## config.mk

```make
export PLATFORM = sky130hd
export DESIGN_NAME = fec_flash_eeprom_controller
export DESIGN_NICKNAME = d
export VERILOG_FILES = /design/src/rtl/fec_pkg.sv /design/src/rtl/fec_flash_eeprom_controller.sv
export SDC_FILE = /design/constraint.sdc
export NUM_CORES = 1
export LEC_CHECK = 0
export BUFFER_PORTS_ARGS = -buffer_cell sky130_fd_sc_hd__buf_4
export CAP_MARGIN = 10
export CORE_MARGIN = 10
export CORE_UTILIZATION = 25
export DETAILED_ROUTE_END_ITERATION = 6
export PLACE_DENSITY = 0.46
export SLEW_MARGIN = 20
export SYNTH_ARGS = -nofsm -noshare
export SYNTH_HDL_FRONTEND = slang
export SYNTH_SLANG_ARGS = --single-unit
export TNS_END_PERCENT = 20
```

## constraint.sdc

```tcl
create_clock -name clock_i -period 7.5 [get_ports clock_i]
set_input_delay 1.5 -clock clock_i [delete_from_list [all_inputs] [get_ports clock_i]]
set_output_delay 1.5 -clock clock_i [all_outputs]
set_load 0.005 [all_outputs]
```

## src/rtl/fec_pkg.sv

```systemverilog
package fec_pkg;
   // ==========================================================
   // Register map
   localparam logic [5:0] ADDR_DATA_BYTE_PORT      = 6'h20;
   localparam logic [5:0] ADDR_ACCESS_ADDRESS_LOW  = 6'h21;
   localparam logic [5:0] ADDR_ACCESS_ADDRESS_HIGH = 6'h22;
   localparam logic [5:0] ADDR_NVM_CONTROL         = 6'h1f;
   localparam logic [5:0] ADDR_NVM_PARTITION_CONFIG = 6'h36;
   localparam logic [7:0] NVM_CONTROL_RST          = 8'h00;
   localparam logic [7:0] NVM_PARTITION_CONFIG_RST = 8'h00;
   // ==========================================================
   // Control and config field positions
   localparam int CTL_READ_EN   = 0;
   localparam int CTL_GO        = 1;
   localparam int CTL_ARM       = 2;
   localparam int CTL_RDY_IE    = 3;
   localparam int CTL_MODE_LO   = 4;
   localparam int CFG_UNLOCK    = 7;
   localparam int CFG_DM_EN     = 6;
   // ==========================================================
   // Timing (system cycles)
   localparam logic [2:0] CFG_WINDOW_CYC = 3'h6;
   localparam logic [2:0] ARM_WINDOW_CYC = 3'h4;
   localparam logic [1:0] READ_LAT_CYC   = 2'h2;
   // ==========================================================
   // Flash side request carrier
   typedef struct packed {
      logic        rd;
      logic        wr;
      logic        erase;
      logic        page_erase;
      logic [13:0] word_addr;
      logic [15:0] wdata;
   } fec_flash_req_t;
endpackage : fec_pkg

```

## src/rtl/fec_flash_eeprom_controller.sv

```systemverilog
`timescale 1ns/100ps
`default_nettype none
// Summary of operation
// - Config writes only within 6 cycles of unlock
// - Enable bit reserves data memory from flash
// - Size field picks partition split
// - Mode bit3 target, bit1 selects width
// - Pattern 1X01 erases 1K program page
// - Standalone erase (1X00) is offered for program flash only
// - Go counts only within four cycles of arm
// - Arm clears itself after four cycles
// - Read result valid two cycles later
// - Read fetches whole 32-bit word
// - No program flash read path
// - CPU held while an operation runs
// - Data-memory writes always erase location first
// - 16-bit mode word address is bits 14:1
// - 16-bit read lands in internal register
// - Pattern 1X10 programs 16-bit word
// - Address bit 0 picks internal byte
module fec_flash_eeprom_controller #(
   parameter int OP_CYCLES = 16
) (
   // Clock and reset
   input  wire  logic                  clock_i,
   input  wire  logic                  sys_rst_i,
   // Register port
   input  wire  logic                  io_wr_i,
   input  wire  logic                  io_rd_i,
   input  wire  logic [5:0]            io_addr_i,
   input  wire  logic [7:0]            io_wdata_i,
   output logic       [7:0]            io_rdata_o,
   // Flash array
   output fec_pkg::fec_flash_req_t     flash_req_o,
   input  wire  logic [31:0]           flash_rdata_i,
   input  wire  logic                  flash_busy_i,
   // System
   output logic                        cpu_hold_o,
   output logic                        ready_irq_o,
   output logic                        data_memory_enable_o,
   output logic [1:0]                  partition_size_select_o,
   output logic [14:0]                 dm_base_o
);
   import fec_pkg::*;

   typedef enum logic [3:0] {
      ST_IDLE  = 4'b0001,
      ST_ERASE = 4'b0010,
      ST_PROG  = 4'b0100,
      ST_DONE  = 4'b1000
   } fec_state_t;

   logic [7:0]  ctl_ff;
   logic [7:0]  cfg_ff;
   logic [14:0] addr_ff;
   logic [15:0] wdat_ff;
   logic [15:0] rdat_ff;
   logic [31:0] rword_ff;
   logic [2:0]  cfg_cnt_ff;
   logic [2:0]  arm_cnt_ff;
   logic [1:0]  rd_cnt_ff;
   logic [15:0] op_cnt_ff;
   fec_state_t  state_ff;
   fec_state_t  nxt_state;
   fec_flash_req_t req_ff;
   logic [3:0]  mode;
   logic        wr_ctl;
   logic        go_req;
   logic        arm_live;
   logic        busy;
   logic [15:0] old_half;

   assign mode     = ctl_ff[7:4];
   assign wr_ctl   = io_wr_i && (io_addr_i == ADDR_NVM_CONTROL);
   assign arm_live = ctl_ff[CTL_ARM] && (arm_cnt_ff != 3'h0);
   assign busy     = (state_ff != ST_IDLE);
   // Half of the last fetched word that a byte write merges into
   assign old_half = addr_ff[1] ? rword_ff[31:16] : rword_ff[15:0];
   // Go accepted only while arm window open and idle
   assign go_req   = wr_ctl && io_wdata_i[CTL_GO] && !ctl_ff[CTL_GO] && arm_live && !busy;

   // ==========================================================
   // Partition configuration with timed unlock
   always_ff @(posedge clock_i or posedge sys_rst_i) begin
      if (sys_rst_i) begin
         cfg_ff     <= NVM_PARTITION_CONFIG_RST;
         cfg_cnt_ff <= 3'h0;
      end else if (io_wr_i && (io_addr_i == ADDR_NVM_PARTITION_CONFIG)) begin
         if (io_wdata_i[CFG_UNLOCK]) begin
            cfg_cnt_ff <= CFG_WINDOW_CYC;
         end else if (cfg_cnt_ff != 3'h0) begin
            cfg_ff     <= {1'b0, io_wdata_i[6], 4'h0, io_wdata_i[1:0]};
            cfg_cnt_ff <= 3'h0;
         end
      end else if (cfg_cnt_ff != 3'h0) begin
         cfg_cnt_ff <= cfg_cnt_ff - 3'h1;
      end
   end

   // Data-memory base: flash top minus partition size
   always_comb begin
      data_memory_enable_o    = cfg_ff[CFG_DM_EN];
      partition_size_select_o = cfg_ff[1:0];
      if (!cfg_ff[CFG_DM_EN]) begin
         dm_base_o = 15'h7fff;
      end else begin
         case (cfg_ff[1:0])
            2'b00:   dm_base_o = 15'h7800;
            2'b01:   dm_base_o = 15'h7000;
            2'b10:   dm_base_o = 15'h6000;
            default: dm_base_o = 15'h4000;
         endcase
      end
   end

   // ==========================================================
   // Address and internal data register
   always_ff @(posedge clock_i or posedge sys_rst_i) begin
      if (sys_rst_i) begin
         addr_ff <= 15'h0000;
      end else if (io_wr_i && (io_addr_i == ADDR_ACCESS_ADDRESS_LOW)) begin
         addr_ff[7:0] <= io_wdata_i;
      end else if (io_wr_i && (io_addr_i == ADDR_ACCESS_ADDRESS_HIGH)) begin
         addr_ff[14:8] <= io_wdata_i[6:0];
      end
   end

   // Byte writes land in half chosen by address bit 0
   always_ff @(posedge clock_i or posedge sys_rst_i) begin
      if (sys_rst_i) begin
         wdat_ff <= 16'h0000;
      end else if (io_wr_i && (io_addr_i == ADDR_DATA_BYTE_PORT)) begin
         if (addr_ff[0]) begin
            wdat_ff[15:8] <= io_wdata_i;
         end else begin
            wdat_ff[7:0] <= io_wdata_i;
         end
      end else if ((state_ff == ST_DONE) && mode[3] && (mode[1:0] == 2'b11)) begin
         wdat_ff <= 16'h0000;
      end
   end

   // ==========================================================
   // Control register, arm window
   always_ff @(posedge clock_i or posedge sys_rst_i) begin
      if (sys_rst_i) begin
         ctl_ff     <= NVM_CONTROL_RST;
         arm_cnt_ff <= 3'h0;
      end else begin
         if (wr_ctl) begin
            // Mode frozen while busy so a running phase keeps its kind
            if (!busy) begin
               ctl_ff[7:4] <= io_wdata_i[7:4];
            end
            ctl_ff[CTL_RDY_IE]  <= io_wdata_i[CTL_RDY_IE];
            ctl_ff[CTL_READ_EN] <= io_wdata_i[CTL_READ_EN] && !busy && !io_wdata_i[7];
         end else if (rd_cnt_ff == 2'h1) begin
            ctl_ff[CTL_READ_EN] <= 1'b0;
         end
         // Arm only when go is low, both as held and as written;
         // a go write never re-arms, so the window cannot be stretched
         if (wr_ctl && io_wdata_i[CTL_ARM] && !io_wdata_i[CTL_GO] && !ctl_ff[CTL_GO]) begin
            ctl_ff[CTL_ARM] <= 1'b1;
            arm_cnt_ff      <= ARM_WINDOW_CYC;
         end else if (arm_cnt_ff == 3'h1) begin
            ctl_ff[CTL_ARM] <= 1'b0;
            arm_cnt_ff      <= 3'h0;
         end else if (arm_cnt_ff != 3'h0) begin
            arm_cnt_ff <= arm_cnt_ff - 3'h1;
         end
         // Go set by accepted start, cleared by hardware at finish
         if (go_req) begin
            ctl_ff[CTL_GO] <= 1'b1;
         end else if (state_ff == ST_DONE) begin
            ctl_ff[CTL_GO] <= 1'b0;
         end
      end
   end

   // ==========================================================
   // Data-memory read: two-cycle latency, whole word fetched
   always_ff @(posedge clock_i or posedge sys_rst_i) begin
      if (sys_rst_i) begin
         rd_cnt_ff <= 2'h0;
         rword_ff  <= 32'h0000_0000;
         rdat_ff   <= 16'h0000;
      end else if (wr_ctl && io_wdata_i[CTL_READ_EN] && !busy && !io_wdata_i[7]) begin
         rd_cnt_ff <= READ_LAT_CYC;
      end else if (rd_cnt_ff == 2'h1) begin
         rd_cnt_ff <= 2'h0;
         rword_ff  <= flash_rdata_i;
         rdat_ff   <= addr_ff[1] ? flash_rdata_i[31:16] : flash_rdata_i[15:0];
      end else if (rd_cnt_ff != 2'h0) begin
         rd_cnt_ff <= rd_cnt_ff - 2'h1;
      end
   end

   // Register readback
   always_ff @(posedge clock_i or posedge sys_rst_i) begin
      if (sys_rst_i) begin
         io_rdata_o <= 8'h00;
      end else if (io_rd_i && (io_addr_i == ADDR_NVM_CONTROL)) begin
         io_rdata_o <= ctl_ff;
      end else if (io_rd_i && (io_addr_i == ADDR_NVM_PARTITION_CONFIG)) begin
         io_rdata_o <= cfg_ff;
      end else if (io_rd_i && (io_addr_i == ADDR_ACCESS_ADDRESS_LOW)) begin
         io_rdata_o <= addr_ff[7:0];
      end else if (io_rd_i && (io_addr_i == ADDR_ACCESS_ADDRESS_HIGH)) begin
         io_rdata_o <= {1'b0, addr_ff[14:8]};
      end else if (io_rd_i && (io_addr_i == ADDR_DATA_BYTE_PORT)) begin
         io_rdata_o <= addr_ff[0] ? rdat_ff[15:8] : rdat_ff[7:0];
      end else if (io_rd_i) begin
         io_rdata_o <= 8'h00;
      end
   end

   // ==========================================================
   // Operation sequencer
   always_comb begin
      nxt_state = state_ff;
      case (state_ff)
         ST_IDLE: begin
            // Leave idle only on an accepted go
            if (go_req) begin
               if (mode[3] && (mode[1:0] == 2'b11)) begin
                  nxt_state = ST_DONE;
               end else if (mode[3] && (mode[1:0] != 2'b10)) begin
                  nxt_state = ST_ERASE;
               end else if (!mode[3]) begin
                  nxt_state = ST_ERASE;
               end else begin
                  nxt_state = ST_PROG;
               end
            end
         end
         ST_ERASE: begin
            if ((op_cnt_ff == 16'h0000) && !flash_busy_i) begin
               nxt_state = mode[3] ? ST_DONE : ST_PROG;
            end
         end
         ST_PROG: begin
            if ((op_cnt_ff == 16'h0000) && !flash_busy_i) begin
               nxt_state = ST_DONE;
            end
         end
         ST_DONE:  nxt_state = ST_IDLE;
         default:  nxt_state = ST_IDLE;
      endcase
   end

   // State register
   always_ff @(posedge clock_i or posedge sys_rst_i) begin
      if (sys_rst_i) begin
         state_ff <= ST_IDLE;
      end else begin
         state_ff <= nxt_state;
      end
   end

   // Per-phase minimum duration counter
   always_ff @(posedge clock_i or posedge sys_rst_i) begin
      if (sys_rst_i) begin
         op_cnt_ff <= 16'h0000;
      end else if (nxt_state != state_ff) begin
         op_cnt_ff <= 16'(OP_CYCLES);
      end else if (op_cnt_ff != 16'h0000) begin
         op_cnt_ff <= op_cnt_ff - 16'h0001;
      end
   end

   // Flash request; byte writes merge into the fetched word
   always_ff @(posedge clock_i or posedge sys_rst_i) begin
      if (sys_rst_i) begin
         req_ff <= '0;
      end else begin
         req_ff.rd         <= (rd_cnt_ff != 2'h0);
         req_ff.erase      <= (nxt_state == ST_ERASE) && !(mode[3] && mode[0]);
         req_ff.page_erase <= (nxt_state == ST_ERASE) && mode[3] && mode[0];
         req_ff.wr         <= (nxt_state == ST_PROG);
         if (state_ff == ST_IDLE) begin
            req_ff.word_addr <= (mode[3] && !mode[1]) ? {addr_ff[14:10], 9'h000}
                                                      : addr_ff[14:1];
            if (!mode[3] && !mode[1]) begin
               req_ff.wdata <= addr_ff[0] ? {wdat_ff[15:8], old_half[7:0]}
                                          : {old_half[15:8], wdat_ff[7:0]};
            end else begin
               req_ff.wdata <= wdat_ff;
            end
         end
      end
   end

   assign flash_req_o = req_ff;
   assign cpu_hold_o  = busy;
   // Pulse when hardware drops go
   assign ready_irq_o = ctl_ff[CTL_RDY_IE] && (state_ff == ST_DONE);
endmodule : fec_flash_eeprom_controller
`default_nettype wire

```

==> summary.md, run 1 <==
| Metric | Value |
|---|---|
| CTS tree | yes |
| WP data required | 6.00 ns |
| Fillers | 3113 |
| Delay-heaviest family, CP | simple AND/OR/NAND/NOR gates |
| Vias per inst | 4.54 |
| Sequential-to-total area share from yosys stat | 53.2% |
| Fraction of layout cells with a size suffix above 1 | 27.7% |
| GPL Wtd Cong | 0.810 |
| Reg-to-Reg Start | state_ff[0] |
| # hold bufs at CTS | 0 |
| Most frequent CP cell | buf_4 |
| Crit share post-route | 52.0% |
| Longest Clk Path Bufs | 2 |
| Mean Syn Cell Area | 10.6 µm² |
| Slowest stage delay, CP | 0.80 ns |
| First-pass iteration count of the detailed router | 4 |
| Post-synth EDFFs | 0 |
| Max Slew Vio Count | 0 |
| Slowest stage cell, crit path | or4b_2 |
| CP Capture Type | primary output |
| Worst setup path class | flop to primary output |
| Final Non-Filler Cells | 1200 |
| Ant diodes | 0 |
| DR vias | 5443 |
| Ys Warns | 0 |
| Critical-path cell list | or4b_2 -> buf_4 -> buf_4 |
| Initial core utilization | 25.4% |
| # clock sinks | 160 |
| Final Skew | 0.0112 ns |
| Peak Freq | 256 MHz |
| DR iter-0 viols | 299 |
| RSZ-0062 raised after global routing | no |
| FF-to-FF setup slack | 3.91 ns |
| Setup_tns | 0 ns |
| Max-cap check violation count | 0 |
| HP Class | flop to flop |
| Post-DRT Antenna Nets | 0 |
| First-pass GRT wire length | 34200 µm |
| Slew HR | 27.7% |
| Clk Latency, worst-skew pair | 0.43 ns |
| CTS H-Tree Depth | 4 |
| Largest net degree at the start of global routing | 82 |
| Core Rows | 63 |
| R2r endpoint | op_cnt_ff[6] |
| Slew @ Worst Pin | 1.08 ns |
| Status | finished, final reports clean |
| Reg clk slew, reported paths | 0.06 ns |
| Leak pwr | 4.19 nW |
| Vias in the first global route | 5647 |
| FF+latch count, synth | 160 |
| Fraction of registers with async set/reset | 100% |
| Syn Nets | 769 |
| Buffers & Inverters on Critical Path | 2 |
| Initial antenna violation count | 0 |
| Synthesized area | 7520 µm² |
| Detailed Route WL | 21800 µm |
| Inst Count DP | 1168 |
| Setup bufs post-CTS | 0 |
| Top_reg_cell synth | dfrtp_1 |
| PD cells | 328 nW/µm² |
| Crit path depth | 3 |
| Crit start category | flop |
| Final Hold Fails | 0 |
| IO Pins | 113 |
| R2R depth | 6 |
| Die area | 37400 µm² |
| CTS Buf Count | 17 |
| CTS resizes | 0 |
| WL/cell | 18.2 µm |
| CTS root buf | clkbuf_16 |
| P&R area growth vs syn | 23.4% |
| End point of the critical path | cpu_hold_o |
| Crit path from | state_ff[0] |
| DIE HEIGHT | 193 µm |
| Dpl hpwl | 15900 µm |
| Residual DRC count | 0 |
| GRT Residual Overflow | 0 |
| Post-synth cell types | 59 |
| Core Region | 29600 µm² |
| Layout net count | 857 |
| Final setup fails | 0 |
| Total track usage | 11.5% |
| Worst EP arrival | 2.40 ns |
| Die width | 193 µm |
| Peak VDD IR | 0.000145 V |
| Max Fanout on Critical Path | 43 |
| Fin crit period | 3.90 ns |
| Count of input and output buffers | 111 |
| Cells after Synth | 709 |
==> power breakdown <==
part           internal (W)  switching [W]
registers           0.00112       0.000203
clock network      0.000530       0.000382
logic              0.000411       0.000396
total               0.00206       0.000981
==> per-stage QoR <==
stage	cell area [µm²]	power, W	utilization, %	hold slack [ns]	setup WS, ns
finish	9290	0.00305	31.3	0.482	3.60
global placement	8670	0.00215	29.3	0.461	3.75
floorplan	7520	0.00184	-	0.442	1.68
detailed placement	8670	0.00216	29.3	0.470	3.73
global route	9290	0.00325	31.3	0.513	3.47
CTS	9280	0.00309	31.3	0.488	3.57
==> cells by family (layout without fill, tap and decap cells) <==
family	count (synthesis)	in the layout	synth area share (%)
multiplexers	98	98	14.1
other	1	1	0.0498
XOR/XNOR	13	13	1.51
AO/OA/AOI/OAI	137	137	11.0
AND/OR/NAND/NOR	218	218	14.2
flip-flops	160	160	53.2
buffers and inverters	73	174	4.44
adder cells (fa/ha/maj)	9	9	1.50
==> cell usage after synthesis (all sizes together) (2+ instances only) <==
master     n  share of area (%)
dfrtp    159                 53
nand2     93                4.6
o21ai     82                5.5
mux2      63                9.4
mux2i     35                4.7
nor2      33                1.6
clkbuf    27                1.3
inv       25                1.2
buf       21                1.8
nand3     19                1.3
a21o      12                1.2
a21oi     12               0.80
nor3      11               0.80
and3       9               0.75
ha         9                1.5
xor2       9                1.0
o2bb2ai    7               0.81
nor2b      6               0.50
or4        6               0.65
a211oi     5               0.50
nand2b     5               0.42
nand4      5               0.42
or3        5               0.42
a31oi      4               0.33
nor3b      4               0.40
or4b       4               0.53
xnor2      4               0.47
nand3b     3               0.30
nor4       3               0.25
nor4b      3               0.35
or2        3               0.25
and2       2               0.17
nand4b     2               0.23
o31ai      2               0.20
o41ai      2               0.33
==> layout make-up <==
| type | count | area (µm²) | area share, % |
|---|---|---|---|
| inverters | 25 | 98.8 | 1.06 |
| clock inverters | 14 | 180 | 1.94 |
| repair buffers | 117 | 882 | 9.50 |
| well taps | 390 | 488 | 5.25 |
| flip-flops and latches | 160 | 4010 | 43.1 |
| clock buffers | 18 | 429 | 4.62 |
| multi-input cells | 476 | 3200 | 34.5 |
==> per-layer routing <==
layer	up-vias	track usage, %	wire (µm)
met1	2676	15.6	10600
met2	104	18.4	10400
li1	2654	-	-
met3	9	2.66	728
met5	-	0	0
met4	0	2.23	131
==> worst min path at each step <==
stage	startpoint	to	slack, ns	cells past startpoint
6_report	wdat_ff[0]	wdat_ff[0]	0.48	1
5_1_grt	wdat_ff[4]	wdat_ff[4]	0.51	1
4_1_cts	rdat_ff[11]	rdat_ff[11]	0.49	2
3_5_place_dp	rdat_ff[11]	rdat_ff[11]	0.47	2
3_3_place_gp	rdat_ff[13]	rdat_ff[13]	0.46	2
2_1_floorplan	rdat_ff[1]	rdat_ff[1]	0.44	2
==> state kept, by name, summed over array words and instances (netlist names) <==
signal and count:
cfg_ff 3, cfg_cnt_ff 3, addr_ff 15, wdat_ff 16, rd_cnt_ff 2, arm_cnt_ff 3, rword_ff 32, flash_req_o 34
rdat_ff 16, io_rdata_o 8, state_ff 4, ctl_ff 8, op_cnt_ff 16
==> layout by cell type (no fill, tap or decap), types with 4 or more instances in the layout <==
master     Yosys  layout
o2bb2ai_1      7       7
or4_1          5       5
xnor2_1        4       4
a21oi_1       12      12
nand2b_1       5       5
mux2_2        61      61
nor2b_1        6       6
nor3b_1        4       4
nor3_1        10      10
mux2i_1       35      35
or3_1          5       5
nand2_1       93      93
buf_4         11     116
inv_6          0       6
or4b_2         3       4
dfrtp_1      159     158
and3_1         9       9
ha_1           9       9
a21o_1        12      12
nand3_1       19      19
nor2_1        33      33
xor2_1         9       9
a211oi_1       5       5
a31oi_1        4       4
nand4_1        5       5
inv_1         25      24
o21ai_0       82      82
clkbuf_16      0      17
No activity file was read; power rests on OpenSTA's default activity.
==> run 2, diff against run 1 <==
Settings changed: ABC_AREA set to 1, PLACE_DENSITY 0.46 to 0.48.
Clock period 7.5 ns to 3.4 ns, I/O delays scaled along.
==> run 2 against run 1 <==
Sequential share of layout area fell by 1.4 points. Clock-buffer cell count fell by 1. Via count up 12%. Worst hold slack worse by 0.17 ns. Sequential power is 89% higher. Non-clock buffer count increased by 4. Synthesized area grew 3.7%. Clock skew up 0.00053 ns. Critical path type unchanged. Critical endpoint unchanged. Largest power group unchanged.
==> summary.md, run 2 <==
| Metric | Value |
|---|---|
| GPL Wtd Cong | 0.784 (was 0.810) |
| WP data required | 2.72 ns (was 6.00 ns) |
| Fraction of registers with async set/reset | 100% (unchanged) |
| Final Hold Fails | 0 (unchanged) |
| Max Fanout on Critical Path | 38 (was 43) |
| CTS tree | yes (unchanged) |
| Commonest non-fill, non-tap cells in the layout | nand2_1, dfrtp_1, buf_4, inv_1, nor2_1 (was dfrtp_1, buf_4, nand2_1, o21ai_0, mux2_2) |
| FF+latch count, synth | 160 (unchanged) |
| FF-to-FF setup slack | 0.98 ns (was 3.91 ns) |
| Max-cap check violation count | 0 (unchanged) |
| Max Slew Vio Count | 0 (unchanged) |
| Core Region | 30700 µm² (was 29600 µm²) |
| Gate power share | 22.1% (was 26.5%) |
| Peak VDD IR | 0.000392 V (was 0.000145 V) |
| Switch Pwr | 0.00198 W (was 0.000981 W) |
| Hold slack | 0.314 ns (was 0.482 ns) |
| Synthesized area | 7800 µm² (was 7520 µm²) |
| Post-Layout Inst Area | 9590 µm² (was 9290 µm²) |
| CTS root buf | clkbuf_16 (unchanged) |
| Top Usage Layer GRT | met2 (unchanged) |
| DR vias | 6122 (was 5443) |
| Largest net degree at the start of global routing | 73 (was 82) |
| Share of the synthesized area in the top cell type | 51.0% (was 52.9%) |
| Seq pwr share | 43.6% (was 43.5%) |
| Switching Fraction | 34.4% (was 32.2%) |
| R2r endpoint | rdat_ff[15] (was op_cnt_ff[6]) |
| RSZ-0062 raised after global routing | no (unchanged) |
| # hold bufs at CTS | 0 (unchanged) |
| Leak pwr | 4.71 nW (was 4.19 nW) |
| Top post-synthesis cells by count | nand2_1, dfrtp_1, inv_1, nor2_1, o21ai_0 (was dfrtp_1, nand2_1, o21ai_0, mux2_2, mux2i_1) |
| P_int | 0.00377 W (was 0.00206 W) |
| GRT Residual Overflow | 0 (unchanged) |
| Core Rows | 64 (was 63) |
| Routing usage on met2 | 19.1% (was 18.4%) |
| Most common cell after layout, fill and taps aside | nand2_1 (was dfrtp_1) |
| Max reg flops | 34 (unchanged) |
| Clock power share | 34.3% (was 30.0%) |
| Final Skew | 0.0117 ns (was 0.0112 ns) |
| Yosys top cell by area | dfrtp_1 (unchanged) |
| PD cells | 600 nW/µm² (was 328 nW/µm²) |
| Syn Nets | 945 (was 769) |
| Pwr Total | 0.00575 W (was 0.00305 W) |
| Status | finished, final reports clean (unchanged) |
| # clock sinks | 160 (unchanged) |
| Clk Latency, worst-skew pair | 0.44 ns (was 0.43 ns) |
| First-pass GRT wire length | 36000 µm (was 34200 µm) |
| Ys Warns | 0 (unchanged) |
| IO Pins | 113 (unchanged) |
| Post-synth cell types | 43 (was 59) |
| Placed Area | 8980 µm² (was 8670 µm²) |
| Longest Clk Path Bufs | 2 (unchanged) |
| Total track usage | 11.9% (was 11.5%) |
| Fraction of layout cells with a size suffix above 1 | 22.2% (was 27.7%) |
| Setup_tns | 0 ns (unchanged) |
| Slew HR | 34.4% (was 27.7%) |
| Most area-consuming cells after synthesis | dfrtp_1, nand2_1, inv_1, o211ai_1, o21ai_0 (was dfrtp_1, mux2_2, o21ai_0, mux2i_1, nand2_1) |
| Sequential-to-total area share from yosys stat | 51.4% (was 53.2%) |
| DR iter-0 viols | 447 (was 299) |
| Worst setup path class | flop to primary output (unchanged) |
| Detailed Route WL | 22900 µm (was 21800 µm) |
| Final setup fails | 0 (unchanged) |
| Fillers | 3255 (was 3113) |
| CTS resizes | 0 (unchanged) |
| Top_reg_cell synth | dfrtp_1 (unchanged) |
| Vias per inst | 4.39 (was 4.54) |
| Ant diodes | 0 (unchanged) |
| First-pass iteration count of the detailed router | 5 (was 4) |
| Worst EP arrival | 2.01 ns (was 2.40 ns) |
| Post-synth EDFFs | 0 (unchanged) |
| Post-DRT Antenna Nets | 0 (unchanged) |
| CTS Buf Count | 17 (unchanged) |
| Count leader, synth | nand2_1 (was dfrtp_1) |
| Crit share post-route | 79.0% |
| Cells after Synth | 885 (was 709) |
| Reg clk slew, reported paths | 0.07 ns (was 0.06 ns) |
| Initial antenna violation count | 0 (unchanged) |
| Residual DRC count | 0 (unchanged) |
| Mean Syn Cell Area | 8.81 µm² (was 10.6 µm²) |
| Fin crit period | 2.69 ns |
| Reg-to-Reg Start | state_ff[0] (unchanged) |
| Die area | 38700 µm² (was 37400 µm²) |
| CTS H-Tree Depth | 4 (unchanged) |
| Peak Freq | 372 MHz |
| HP Class | input pin to asynchronous set/reset pin (was flop to flop) |
| Die width | 197 µm (was 193 µm) |
| Setup bufs post-CTS | 0 (unchanged) |
| P&R area growth vs syn | 23.0% (was 23.4%) |
| DIE HEIGHT | 197 µm (was 193 µm) |
| Initial core utilization | 25.4% (about the same) |
| Crit start category | flop (unchanged) |
| Count of input and output buffers | 111 (unchanged) |
| Dpl hpwl | 17200 µm (was 15900 µm) |
| Met1 usage | 15.5% (was 15.6%) |
| Global routing usage on met3 | 3.28% (was 2.66%) |
| WL/cell | 16.4 µm (was 18.2 µm) |
| R2R depth | 9 (was 6) |
| Layout net count | 1044 (was 857) |
| Vias in the first global route | 6206 (was 5647) |
| CP Capture Type | primary output (unchanged) |
| Slew @ Worst Pin | 0.982 ns (was 1.08 ns) |
[run 2: logic make-up after synthesis]
logic type,after synthesis,synth area share (%)
xor+xnor,14,1.57
flops,160,51.4
fa+ha+maj,9,1.44
compound gates,146,12.2
simple gates,396,22.7
buf+inv,143,8.37
other cells,1,0.0481
mux,16,2.31
[run 2: per-stage QoR]
stage | std cells | utilization, % | setup WS [ns]
after global placement | 1361 | 29.3 | 0.896
after global routing | 1393 | 31.3 | 0.601
after CTS | 1393 | 31.3 | 0.680
final | 1393 | 31.3 | 0.715
after floorplan | 885 | - | 0.692
after detailed placement | 1361 | 29.3 | 0.810
[run 2: worst max path at each step]
stage	start	to	slack [ns]	cells after the start
after CTS	state_ff[0]	cpu_hold_o	0.68	5
after global placement	io_addr_i[3]	wdat_ff[0]	0.90	9
after detailed placement	io_addr_i[0]	rdat_ff[15]	0.81	10
after floorplan	sys_rst_i	addr_ff[0]	0.69	1
final	state_ff[0]	cpu_hold_o	0.71	5
after global routing	state_ff[0]	cpu_hold_o	0.60	5
[run 2: power groups by stage]
stage | Sequential [W] | Combinational [W] | Clock [W]
3_5_place_dp | 0.00254 | 0.00130 | 0
6_report | 0.00251 | 0.00127 | 0.00197
5_1_grt | 0.00256 | 0.00147 | 0.00211
3_3_place_gp | 0.00254 | 0.00127 | 0
4_1_cts | 0.00251 | 0.00131 | 0.00203
2_1_floorplan | 0.00249 | 0.000944 | 0
[run 2: layout make-up]
type | count | area [µm²] | area share, %
clock inverter | 15 | 193 | 2.01
inverter | 102 | 389 | 4.06
timing repair buffer | 121 | 946 | 9.86
clock buffer | 17 | 425 | 4.43
tap | 396 | 495 | 5.16
multi-input combinational | 582 | 3140 | 32.7
sequential | 160 | 4010 | 41.7
[run 2: critical path, stage by stage, from the launching register on]
cell     delay, ns
dfstp_2       0.55
inv_2         0.06
nor3_4        0.34
inv_2         0.13
buf_4         0.28
buf_4         0.19
[run 2: layer usage]
layer | vias up | part of all wire [%]
met5 | - | 0
met4 | 0 | 1.1
met3 | 16 | 4.0
met2 | 101 | 47
met1 | 2937 | 47
li1 | 3068 | -
